<file path="config.mk">
export PLATFORM = sky130hd
export DESIGN_NAME = rivm_vector_map
export DESIGN_NICKNAME = d
export VERILOG_FILES = /design/src/rivm_pkg.sv /design/src/rivm_prio_enc.sv /design/src/rivm_vector_map.sv
export SDC_FILE = /design/constraint.sdc
export NUM_CORES = 1
export LEC_CHECK = 0
export ABC_AREA = 1
export BUFFER_PORTS_ARGS = -buffer_cell sky130_fd_sc_hd__buf_2
export CAP_MARGIN = 20
export CORE_ASPECT_RATIO = 1.5
export CORE_MARGIN = 10
export CORE_UTILIZATION = 55
export CTS_CLUSTER_SIZE = 24
export DETAILED_ROUTE_END_ITERATION = 16
export GPL_ROUTABILITY_DRIVEN = 0
export PLACE_DENSITY = 0.85
export SLEW_MARGIN = 40
export SYNTH_ARGS = -nofsm -noshare
export SYNTH_HDL_FRONTEND = slang
export SYNTH_SLANG_ARGS = --single-unit
</file>
<file path="constraint.sdc">
create_clock -name mclk -period 2.1 [get_ports mclk]
set_input_delay 0.21 -clock mclk [delete_from_list [all_inputs] [get_ports mclk]]
set_output_delay 0.21 -clock mclk [all_outputs]
set_load 0.02 [all_outputs]
</file>
<file path="src/rivm_pkg.sv">
// shared constants and types for the reset and interrupt vector map
package rivm_pkg;

   localparam int RIVM_PC_W     = 13;
   localparam int RIVM_NUM_SRC  = 25;
   localparam int RIVM_VNO_W    = 5;
   localparam int RIVM_IDX_W    = 5;

   localparam logic [RIVM_VNO_W-1:0] RIVM_RESET_VEC_NO     = 5'h01;
   localparam logic [RIVM_VNO_W-1:0] RIVM_FIRST_IRQ_VEC_NO = 5'h02;
   localparam logic [RIVM_VNO_W-1:0] RIVM_LAST_IRQ_VEC_NO  = 5'h1A;

   // words per vector slot: two in the larger part, one in the smaller
   localparam int RIVM_VEC_WORDS_LARGE = 2;
   localparam int RIVM_VEC_WORDS_SMALL = 1;

   localparam logic [RIVM_PC_W-1:0] RIVM_RESET_ADDR        = 13'h0000;
   localparam logic [RIVM_PC_W-1:0] RIVM_BOOT_START_LARGE  = 13'h1C00;
   localparam logic [RIVM_PC_W-1:0] RIVM_BOOT_START_SMALL  = 13'h0C00;
   localparam logic [RIVM_PC_W-1:0] RIVM_SMALL_FIRST_RELOC = 13'h0C01;
   localparam logic [RIVM_PC_W-1:0] RIVM_SMALL_LAST_RELOC  = 13'h0C19;
   localparam logic [RIVM_PC_W-1:0] RIVM_FIRST_RELOC_OFS   = 13'h0002;

   // fuse level: low means programmed
   localparam logic RIVM_FUSE_PROGRAMMED   = 1'b0;
   localparam logic RIVM_FUSE_UNPROGRAMMED = 1'b1;

   // larger-part vector table, indexed by request line
   localparam logic [RIVM_PC_W-1:0] RIVM_VEC_ADDR [RIVM_NUM_SRC] = '{
      13'h0002, 13'h0004,                       // external requests 0, 1
      13'h0006, 13'h0008, 13'h000A, 13'h000C,   // pin change 0..2, watchdog
      13'h000E, 13'h0010, 13'h0012,             // timer 2
      13'h0014, 13'h0016, 13'h0018, 13'h001A,   // timer 1
      13'h001C, 13'h001E, 13'h0020,             // timer 0
      13'h0022,                                 // spi
      13'h0024, 13'h0026, 13'h0028,             // usart
      13'h002A, 13'h002C, 13'h002E,             // adc, eeprom, comparator
      13'h0030, 13'h0032                        // two-wire, program store
   };

   typedef enum {
      RIVM_ST_FUSE,
      RIVM_ST_RESET_FETCH,
      RIVM_ST_IDLE,
      RIVM_ST_IRQ_FETCH
   } rivm_state_e;

   typedef struct packed {
      logic                  is_reset;
      logic                  relocated;
      logic [RIVM_VNO_W-1:0] vec_no;
      logic [RIVM_PC_W-1:0]  addr;
   } rivm_fetch_s;

endpackage

</file>
<file path="src/rivm_prio_enc.sv">
// lowest-index-first priority encoder for pending requests
`timescale 1ns/10ps
module rivm_prio_enc
   import rivm_pkg::*;
#(
   parameter int N     = RIVM_NUM_SRC,
   parameter int IDX_W = RIVM_IDX_W
)
(
   input  wire logic [N-1:0]     req,
   output logic                  any,
   output logic [IDX_W-1:0]      idx,
   output logic [N-1:0]          onehot
);

   // scan downward so the lowest set bit is the last one written
   always_comb
   begin
      any    = 1'b0;
      idx    = '0;
      onehot = '0;
      for (int i = N - 1; i >= 0; i--)
      begin
         if (req[i])
         begin
            any    = 1'b1;
            idx    = IDX_W'(i);
            onehot = N'(1) << i;
         end
      end
   end

endmodule // rivm_prio_enc

</file>
<file path="src/rivm_vector_map.sv">
// reset and interrupt vector address generator facing the cpu fetch logic
//
// Overview of operation
// - any reset fetches vector 1, at zero with fuse unprogrammed
// - external requests 0, 1 go to 0x0002, 0x0004
// - pin change 0x0006-0x000A, watchdog 0x000C
// - timer two A, B, overflow 0x000E-0x0012
// - timer one capture, A, B, overflow 0x0014-0x001A
// - timer zero A, B, overflow 0x001C-0x0020
// - spi transfer complete goes to 0x0022
// - usart receive, empty, transmit 0x0024-0x0028
// - adc, eeprom, comparator, two-wire, store 0x002A-0x0032
// - programmed fuse starts reset at boot start
// - select bit adds boot start to vectors
// - small part boot 0xC00, vectors 0xC01-0xC19
// - irq vectors fetched only when interrupt taken
// - fuse reads 1 unprogrammed, 0 programmed
// - relocated first vector at boot plus two, plus one in the small part
`timescale 1ns/10ps
module rivm_vector_map
   import rivm_pkg::*;
#(
   parameter logic [RIVM_PC_W-1:0] BOOT_START = RIVM_BOOT_START_LARGE,
   parameter int                   VEC_WORDS  = RIVM_VEC_WORDS_LARGE,
   parameter int                   NUM_SRC    = RIVM_NUM_SRC
)
(
   input  wire logic                 mclk,
   input  wire logic                 rstn,
   input  wire logic                 boot_reset_select_fuse,
   input  wire logic                 vector_table_select_bit,
   input  wire logic                 cpu_irq_enable,
   input  wire logic [NUM_SRC-1:0]   irq_enable_mask,
   input  wire logic [NUM_SRC-1:0]   irq_req,
   input  wire logic                 fetch_ready,
   output logic                      fetch_valid,
   output rivm_fetch_s               fetch,
   output logic [NUM_SRC-1:0]        irq_ack,
   output logic                      boot_reset_active
);

   rivm_state_e              state;
   logic [NUM_SRC-1:0]       pending;
   logic                     pend_any;
   logic [RIVM_IDX_W-1:0]    win_idx;
   logic [NUM_SRC-1:0]       win_onehot;
   logic [NUM_SRC-1:0]       win_held;
   logic                     take;
   logic                     accept;
   logic                     in_fuse_phase;

   // address of a request line's slot, optionally moved to boot space
   function automatic logic [RIVM_PC_W-1:0] vec_target(
      input logic [RIVM_IDX_W-1:0] idx,
      input logic                  reloc
   );
      logic [RIVM_PC_W-1:0] ofs;
      ofs = RIVM_PC_W'((int'(idx) + int'(RIVM_FIRST_IRQ_VEC_NO)
                       - int'(RIVM_RESET_VEC_NO)) * VEC_WORDS);
      return reloc ? RIVM_PC_W'(BOOT_START + ofs) : ofs;
   endfunction

   // reset target: the select bit never moves the reset vector
   function automatic logic [RIVM_PC_W-1:0] reset_target(
      input logic fuse_level
   );
      return (fuse_level == RIVM_FUSE_PROGRAMMED) ? BOOT_START : RIVM_RESET_ADDR;
   endfunction

   assign pending       = irq_req & irq_enable_mask;
   assign in_fuse_phase = (state == RIVM_ST_FUSE);
   assign accept        = fetch_valid & fetch_ready;
   // apart from the reset fetch, only a taken interrupt produces a vector fetch
   assign take          = (state == RIVM_ST_IDLE) & cpu_irq_enable & pend_any;

   rivm_prio_enc #(
      .N     (NUM_SRC),
      .IDX_W (RIVM_IDX_W)
   ) u_prio (
      .req    (pending),
      .any    (pend_any),
      .idx    (win_idx),
      .onehot (win_onehot)
   );

   always_ff @(posedge mclk or negedge rstn)
   begin
      if (!rstn)
         state <= RIVM_ST_FUSE;
      else
      begin
         unique case (state)
            RIVM_ST_FUSE:
               state <= RIVM_ST_RESET_FETCH;
            RIVM_ST_RESET_FETCH:
               if (fetch_ready)
                  state <= RIVM_ST_IDLE;
            RIVM_ST_IDLE:
               if (take)
                  state <= RIVM_ST_IRQ_FETCH;
            RIVM_ST_IRQ_FETCH:
               if (fetch_ready)
                  state <= RIVM_ST_IDLE;
         endcase
      end
   end

   // fuse is a strap: caught by a clocked edge just after release
   always_ff @(posedge mclk or negedge rstn)
   begin
      if (!rstn)
         boot_reset_active <= 1'b0;
      else if (in_fuse_phase)
         boot_reset_active <= (boot_reset_select_fuse == RIVM_FUSE_PROGRAMMED);
   end

   always_ff @(posedge mclk or negedge rstn)
   begin
      if (!rstn)
         fetch_valid <= 1'b0;
      else if (in_fuse_phase || take)
         fetch_valid <= 1'b1;
      else if (accept)
         fetch_valid <= 1'b0;
   end

   // payload frozen while the core stalls the fetch
   always_ff @(posedge mclk or negedge rstn)
   begin
      if (!rstn)
         fetch <= '0;
      else if (in_fuse_phase)
      begin
         fetch.is_reset  <= 1'b1;
         fetch.relocated <= 1'b0;
         fetch.vec_no    <= RIVM_RESET_VEC_NO;
         fetch.addr      <= reset_target(boot_reset_select_fuse);
      end
      else if (take)
      begin
         fetch.is_reset  <= 1'b0;
         fetch.relocated <= vector_table_select_bit;
         fetch.vec_no    <= RIVM_VNO_W'(win_idx) + RIVM_FIRST_IRQ_VEC_NO;
         fetch.addr      <= vec_target(win_idx, vector_table_select_bit);
      end
   end

   always_ff @(posedge mclk or negedge rstn)
   begin
      if (!rstn)
         win_held <= '0;
      else if (take)
         win_held <= win_onehot;
   end

   // one-cycle acknowledge lets the source drop its flag
   always_ff @(posedge mclk or negedge rstn)
   begin
      if (!rstn)
         irq_ack <= '0;
      else if (accept && state == RIVM_ST_IRQ_FETCH)
         irq_ack <= win_held;
      else
         irq_ack <= '0;
   end

   generate
      if (VEC_WORDS == RIVM_VEC_WORDS_LARGE && NUM_SRC == RIVM_NUM_SRC)
      begin : g_large_table
         for (genvar i = 0; i < NUM_SRC; i++)
         begin : g_src

         end
      end
      if (VEC_WORDS == RIVM_VEC_WORDS_SMALL && BOOT_START == RIVM_BOOT_START_SMALL)
      begin : g_small_table

      end
   endgenerate
endmodule // rivm_vector_map

</file>
==> After elaboration in Yosys (flattened, before gate mapping) <==
Cells that the tools add are included.
Widths: inputs -> output; s select.
{ "classes": {"mux": 85, "add_sub_neg": 4, "n_reduce_logical": 8, "n_eq_ne": 7, "bitwise_logic": 5} }
{ "op_table": {"columns": ["cell", "count"], "rows": [
  ["$mux 25", 26],
  ["$mux 5", 25],
  ["$pmux 32 s3", 1],
  ["$eq 32x2->1 const B", 2],
  ["$eq 32x3->1 const B", 2],
  ["$logic_not 32->1", 2],
  ["$mux 32", 2],
  ["$mux 20", 2],
  ["$eq 32x1->1 const B", 1],
  ["$mux 1", 27],
  ["$mux 13", 2],
  ["$and 25x25->25", 1],
  ["$add 11x8->12 const A", 1],
  ["$sub 6x1->7 const B", 1],
  ["$add 5x2->6 const B", 1],
  ["$add 5x2->5 const B", 1],
  ["$reduce_bool 2->1", 2],
  ["$and 1x1->1", 3],
  ["$ne 2x1->1 const B", 1],
  ["$ne 2x2->1 const B", 1],
  ["$reduce_and 2->1", 1],
  ["$reduce_or 2->1", 1],
  ["$logic_and 1x1->1", 1],
  ["$logic_or 1x1->1", 1],
  ["$not 1->1", 1]
]} }
{ "word_totals": {"reg_bits": 104, "input_bits": 56, "word_cells": 118} }

==> Logic depth before layout (Yosys ltp) <==
Gate-level depths: netlist (run 1).
{ "logic_depth": {"depth_word": 32, "depth_mapped": 19, "mapped_depth_nobuf": 19} }

==> Hierarchy <==
From an unflattened synthesis (run 1), not the netlist that was laid out.
{ "hier_totals": {"hier_cells": 448, "hier_area_um2": 3490.8} }
{ "modules_own_cells": {"columns": ["module", "instances", "area_per_inst_um2", "cells_per_inst", "seq_area_each_um2"], "rows": [
  ["rivm_vector_map", 1, 2768.9, 315, 1701.6],
  ["rivm_prio_enc", 1, 721.9, 133, 0.0]
]} }

==> Worst setup path after synthesis (run 1) <==
Ideal clock, no wire load.
{ "synth_timing": {"path_type": "input port to flip-flop", "from": "input port irq_req[20]", "to": "register fetch[4] in the netlist's numbering", "arrival_ps": 1493, "setup_ps": 65, "required_time_ps": 2035, "stages": 19, "setup_slack_ps": 542, "cell_sequence": "nand2_1 nand2_1 inv_1 nand2_1 nand2_1 nand2_1 nand2_1 nand2_1 nand3b_1 nand2_1 nand2_1 nand2_1 inv_1 ha_1 inv_1 and2_1 nor2_1 nand3_1 nand2_1"} }
{ "synth_between": {"elab_chain_len": 28} }
{ "synth_rtl": {"columns": ["element", "line", "text"], "rows": [
  ["start: declaration", "rivm_vector_map.sv:34", "input wire logic [NUM_SRC-1:0] irq_req,"],
  ["$and 25x25->25 *", "rivm_vector_map.sv:70", "assign pending = irq_req & irq_enable_mask;"],
  ["$mux 5 (21 in a row)", "rivm_prio_enc.sv:24", "if (req[i])"],
  ["$add 5x2->6", "rivm_vector_map.sv:58", "ofs = RIVM_PC_W'((int'(idx) + int'(RIVM_FIRST_IRQ_VEC_NO)"],
  ["$sub 6x1->7", "rivm_vector_map.sv:59", "- int'(RIVM_RESET_VEC_NO)) * VEC_WORDS);"],
  ["$add 11x8->12", "rivm_vector_map.sv:60", "return reloc ? RIVM_PC_W'(BOOT_START + ofs) : ofs;"],
  ["$mux 13", "rivm_vector_map.sv:60", null],
  ["$mux 20", "rivm_vector_map.sv:139", "else if (take)"],
  ["$mux 20", "rivm_vector_map.sv:132", "else if (in_fuse_phase)"],
  ["end: declaration", "rivm_vector_map.sv:37", "output rivm_fetch_s fetch,"]
]} }
Every way passes the cells marked *; elsewhere a longest branch is shown, timed or not. The select of a mux whose other input is x is not followed.
A chain may end at the register's enable or synchronous reset.

==> Final worst setup path (run 1) <==
{ "layout_timing": {"from": "register state[0]", "to": "register fetch[1] in the netlist's numbering"} }
{ "layout_between": {"elab_chain_len": 4} }
{ "layout_rtl": {"columns": ["element", "line", "text"], "rows": [
  ["start: declaration", "rivm_vector_map.sv:42", "rivm_state_e state;"],
  ["start signal: assignment", "rivm_vector_map.sv:89", "state <= RIVM_ST_FUSE;"],
  ["start signal: assignment", "rivm_vector_map.sv:94", "state <= RIVM_ST_RESET_FETCH;"],
  ["start signal: assignment", "rivm_vector_map.sv:97", "state <= RIVM_ST_IDLE;"],
  ["$eq 32x3->1", "rivm_vector_map.sv:74", "assign take = (state == RIVM_ST_IDLE) & cpu_irq_enable & pend_any;"],
  ["$and 1x1->1 (2 in a row)", "rivm_vector_map.sv:74", null],
  ["$reduce_bool 2->1 (no source line)", null, null]
]} }
Parallel ways exist; a longest one is shown, timed or not.

==> results.md, run 1 <==
- Hold crit path type: input port to flop
- Worst path cell trace: nor2_1 -> nand3_4 -> inv_2 -> nand2_1 -> nand2_1 -> nor2_1
- Post-layout net count: 550
- Worst-margin pin slew: 0.674 ns
- Hold wc startpoint: fetch_ready
- Clk_skew: 0.00538 ns
- Final setup viols: 0
- Critical path type: flop to flop
- Net Sw Frac: 32.6%
- Yosys warning count: 0
- DRT iter0 DRCs: 171
- Startpoint class of the critical path: flop
- Area leader, netlist: dfrtp_1
- Largest net degree at the start of global routing: 35
- Psw: 1.25 mW
- Top cells by area, synth: dfrtp_1, nand2_1, inv_1
- Final core utilization: 69.5%
- Starting Density: 56.0%
- Fill count: 463
- First-pass GRT wire length: 13900 µm
- Worst-path clk slew: 0.08 ns
- Fin Setup TNS: 0 ns
- Total I/O pin count: 103
- CP arrival: 1.86 ns
- Vias in the first global route: 2973
- Seq pwr share: 40.7%
- Clk_lat worst skew: 0.36 ns
- Vias per Instance: 5.09
- Fin crit share: 76.4%
- Pre-CTS setup slack: 0.163 ns
- Total power: 3.84 mW
- Die area: 9370 µm²
- Layout area overhead: 24.2%
- DR pass1 iterations: 5
- Fin. max-slew vios: 0
- EDFF count, synth: 0
- Cell total after placement: 552
- Seq cells post-synth: 68
- Int Pwr: 2.59 mW
- Total grt overflow: 0
- Crit path launch: state[0]$_DFFE_PN0P_
- IO Port Bufs: 98
- Primary FF master, synth: dfrtp_1
- Leakage: 2.23 nW
- Routed len/inst: 14.6 µm
- Fmax: 623 MHz
- Clk buf depth: 2
- Die Y: 114 µm
- H-tree depth: 3
- Outcome: complete, no violations
- Crit-path slowest cell: inv_2
- DR DRC count: 0
- CORE AREA: 5740 µm²
- TritonCTS clock tree: yes
- Syn Inst Count: 390
- PwrDens: 961 nW/µm²
- CP Max Fanout: 34
- Crit end category: flop
- Post-route minimum period: 1.60 ns
- Post-DP HPWL: 6190 µm
- RSZ-0062 raised after global routing: false
- Synth Area per Inst: 8.24 µm²
- Comb power frac: 24.4%
- Final hold vios: 0
- Largest delay contributor family on the critical path: simple AND/OR/NAND/NOR gates
- Rel. slew slack: 55.1%
- Top-area cell type share of the netlist area: 52.9%
- Row Count: 34
- Syn Std Cell Area: 3210 µm²
- Root buffer cell: clkbuf_8
- Die width: 82.4 µm
- Initial antenna violation count: 0
- Non-filler cells, final: 569
- Routed wire length: 8290 µm
- Clock Sinks: 68
- Synth async-reset ratio: 100%
- Unique masters post-synth: 32
- CP Data Required Time: 2.35 ns
- Number of routed nets with antenna violations: 0
- Via count: 2894
- Diodes inserted: 0
- Crit-path max cell delay: 0.43 ns
- Num CTS Buffers: 9
- Worst Setup Slack, final: 0.495 ns
- All-Layer GR Usage: 19.0%
- Post-synthesis sequential area ratio: 52.9%
- R2R Path Start: state[0]$_DFFE_PN0P_
- Max cap viols: 0
- Clock share of power: 34.8%
- Buf+Inv Stages, Crit Path: 1
- Layout cells sized above 1: 28.2%
- VDD IR max: 0.651 mV
state kept, by name, indices dropped and copies added (netlist names):
signal and flops:
boot_reset_active 1, fetch_valid 1, win_held 25, state 2, fetch 14, irq_ack 25
cells in the mapped netlist (3+ instances only):
library cell  count
o21ai_0           7
nor2_1           47
o21ai_1          18
a21oi_1           3
nand2_2           9
buf_6             4
dfrtp_1          68
nand4_1          12
o31ai_1           6
nand2_1         100
buf_4             7
nor3_1            9
nand3_1          17
inv_1            55
inv_2             4
worst reg2reg max path, stage by stage, from the launching register on:
cell,delay (ns)
dfrtp_1,0.41
nor2_1,0.22
nand3_4,0.14
inv_2,0.43
nand2_1,0.17
nand2_1,0.10
nor2_1,0.04
layout make-up:
type / count / area [µm²] / area share (%)
clock inverters: 6 / 111 / 2.79
clock buffers: 10 / 138 / 3.45
flip-flops and latches: 68 / 1700 / 42.6
well taps: 72 / 90.1 / 2.26
multi-input cells: 251 / 1190 / 29.7
inverters: 59 / 221 / 5.55
repair buffers: 103 / 543 / 13.6
per-layer routing:
layer / vias to the layer above / wire [µm] / global-route usage [%]
li1: 1418 / - / -
met1: 1357 / 3030 / 21.0
met2: 99 / 4420 / 32.6
met3: 20 / 629 / 5.20
met4: 0 / 219 / 8.66
met5: - / 0 / 0
power by group through the flow:
stage | registers, mW | clock network (mW) | logic [mW]
detailed placement | 1.58 | 0 | 0.935
global route | 1.59 | 1.41 | 1.04
CTS | 1.56 | 1.35 | 0.945
global placement | 1.58 | 0 | 0.909
floorplan | 1.71 | 0 | 0.546
finish | 1.56 | 1.34 | 0.937
per-stage QoR:
stage	cell area (µm²)	hold slack (ns)
2_1_floorplan	3230	-0.0856
3_3_place_gp	3730	0.266
3_5_place_dp	3730	0.275
4_1_cts	3990	0.0772
5_1_grt	3990	0.104
6_report	3990	0.0794
path summary, 6_finish.rpt:
kind | end | depth (start not counted) | slack, ns
max | fetch[1]$_DFFE_PN0P_ | 6 | 0.50
min | fetch_valid$_DFFE_PN0P_ | 2 | 0.08
max reg2reg | fetch[1]$_DFFE_PN0P_ | 6 | 0.50
min reg2reg | fetch[16]$_DFFE_PN0P_ | 2 | 0.49
max in group asynchronous | irq_ack[16]$_DFF_PN0_ | 3 | 1.05
min in group asynchronous | win_held[19]$_DFFE_PN0P_ | 2 | 0.45
kinds of logic (layout without fill, tap and decap cells):
family                   after synthesis  in the layout  synth area share (%)
adder cells (fa/ha/maj)                2              2                 0.778
AO/OA/AOI/OAI                         38             38                  6.77
other                                  1              4                 0.117
XOR/XNOR                               1              1                 0.273
flip-flops                            68             68                  52.9
buffers and inverters                 74            178                  10.5
AND/OR/NAND/NOR                      206            206                  28.6
cells in the final DEF (no fill, tap or decap), drive strengths merged:
master	count
o21ai	25
inv	59
o31ai	6
clkinvlp	1
ha	2
nand3	19
nor3b	1
bufinv	3
clkbuf	10
and2	1
nor3	9
xor2	1
conb	4
a22o	2
or2	2
nor2	51
or3	1
a21boi	1
nand2	109
nand3b	1
a21oi	3
o211ai	1
clkinv	2
buf	102
dlygate4sd3	1
nand4	12
dfrtp	68
what timing repair did:
action / CTS / global route
hold buffers: 1 / 0
endpoints found under the hold margin: 26 / 0
setup endpoints to repair: 0 / 0
setup buffers: 0 / 0
resized for setup: 0 / 0
(Power assumes the default switching activity.)
==> run 2: changes to the inputs <==
Settings changed: CORE_UTILIZATION 55 to 51, PLACE_DENSITY 0.85 to 0.8.
Clock period 2.1 ns to 1.5 ns, I/O delays scaled along.
==> run 2 against run 1 <==
Compared with the run above:
- routed wire length rose by 5.6%
- global-route usage down 1.2 points
- final cell count increased by 10%
- critical path type is now input port to flop
- largest cell class unchanged
==> results.md, run 2 (synthesis results as in run 1) <==
- Final instance area: 4440 µm²
- Total grt overflow: 0
- CP arrival: 1.67 ns
- DR DRC count: 0
- Via count: 3077
- Net Sw Frac: 33.0%
- First-pass GRT wire length: 14500 µm
- Hold crit path type: input port to flop
- Final core utilization: 72.4%
- Largest net degree at the start of global routing: 69
- Int Pwr: 3.65 mW
- Final setup viols: 0
- Clock Sinks: 68
- Max cap viols: 0
- Post-route minimum period: 1.39 ns
- CP Max Fanout: 5
- Die Y: 117 µm
- Most frequent cells in the layout: buf_2, nand2_1, dfrtp_1, buf_4, inv_1
- Crit end category: flop
- Root buffer cell: clkbuf_8
- Num CTS Buffers: 9
- VDD IR max: 0.948 mV
- IO Port Bufs: 98
- Diodes inserted: 0
- Post-layout net count: 605
- Layout cells sized above 1: 37.1%
- Area of placed instances: 4170 µm²
- Comb power frac: 28.9%
- Number of routed nets with antenna violations: 0
- Seq pwr share: 40.3%
- All-Layer GR Usage: 17.8%
- Most common cell after layout, fill and taps aside: buf_2
- Pre-CTS setup slack: -0.285 ns
- Total I/O pin count: 103
- Initial antenna violation count: 0
- Clock share of power: 30.9%
- Worst Setup Slack, final: 0.111 ns
- Worst-path clk slew: 0.08 ns
- PwrDens: 1230 nW/µm²
- Critical path type: input port to flop
- Outcome: complete, no violations
- Routed wire length: 8760 µm
- RSZ-0062 raised after global routing: true
- H-tree depth: 3
- Post-CTS setup buffer count: 0
- Leakage: 2.48 nW
- Psw: 1.79 mW
- Starting Density: 52.4%
- Row Count: 35
- Layout area overhead: 38.0%
- CP Data Required Time: 1.79 ns
- CORE AREA: 6130 µm²
- DR pass1 iterations: 4
- Fmax: 720 MHz
- Vias per Instance: 4.92
- DRT iter0 DRCs: 119
- Biggest regs: irq_ack: 25 flops, win_held: 25 flops, fetch: 14 flops
- Fin. max-slew vios: 0
- Clk buf depth: 2
- Die area: 9940 µm²
- Final hold vios: 0
- Die width: 84.8 µm
- Clk_lat worst skew: 0.35 ns
- Startpoint class of the critical path: input port
- Post-DP HPWL: 6850 µm
- TritonCTS clock tree: yes
- Fin crit share: 92.6%
- Vias in the first global route: 3343
- Clk_skew: 0.0118 ns
- Routed len/inst: 14.0 µm
==> run 2: repair_timing <==
action	CTS	global route
resized for setup	0	12
setup endpoints to repair	0	17
hold buffers	2	0
endpoints found under the hold margin	69	0
==> run 2: metrics by stage <==
stage          hold slack (ns)  power (mW)  setup TNS (ns)  instances
5_1_grt                 0.0662        5.74         -0.0401        626
4_1_cts                 0.0552        5.47               0        626
2_1_floorplan           -0.146        3.15               0        393
3_5_place_dp             0.194        3.78           -7.32        608
3_3_place_gp             0.188        3.72           -3.96        608
6_report                0.0660        5.44               0        626
==> run 2: layer usage <==
metal | vias up | part of all wire [%] | track usage [%]
met4 | 0 | 2.2 | 8.37
met1 | 1446 | 37 | 17.3
met2 | 90 | 55 | 32.8
li1 | 1523 | - | -
met3 | 18 | 6.6 | 6.30
met5 | - | 0 | 0
==> run 2: layout make-up <==
class | count | area, µm²
clock inverters | 6 | 87.6
well taps | 74 | 92.6
inverters | 59 | 221
clock buffers | 10 | 138
repair buffers | 158 | 983
fillers | 463 | 1690
multi-input cells | 251 | 1210
flip-flops and latches | 68 | 1700
==> run 2: critical path, stage by stage <==
cell     delay, ns
buf_2         0.10
nand2_1       0.13
nand2_2       0.10
nor2_2        0.15
nand2_1       0.13
nor3b_2       0.25
nand2_2       0.11
nand3_4       0.10
inv_2         0.09
buf_4         0.15
nand2_1       0.08
nand2_1       0.06
nor2_1        0.09
==> run 2: final timing paths <==
check | from | end | slack, ns | cells past startpoint
min in group asynchronous | rstn | fetch[2]$_DFFE_PN0P_ | 0.34 | 3
setup reg to reg | state[0]$_DFFE_PN0P_ | win_held[12]$_DFFE_PN0P_ | 0.12 | 4
hold / removal | vector_table_select_bit | fetch[18]$_DFFE_PN0P_ | 0.07 | 3
setup / recovery | irq_req[16] | fetch[1]$_DFFE_PN0P_ | 0.11 | 13
hold reg to reg | fetch[17]$_DFFE_PN0P_ | fetch[17]$_DFFE_PN0P_ | 0.48 | 2
max in group asynchronous | rstn | fetch[16]$_DFFE_PN0P_ | 0.87 | 3
==> run 2: power by group through the flow <==
stage,registers (mW),clock network [mW],logic (mW)
after global placement,2.21,0,1.52
final,2.19,1.68,1.57
after CTS,2.19,1.70,1.58
after global routing,2.21,1.80,1.73
after detailed placement,2.22,0,1.56
after floorplan,2.39,0,0.764
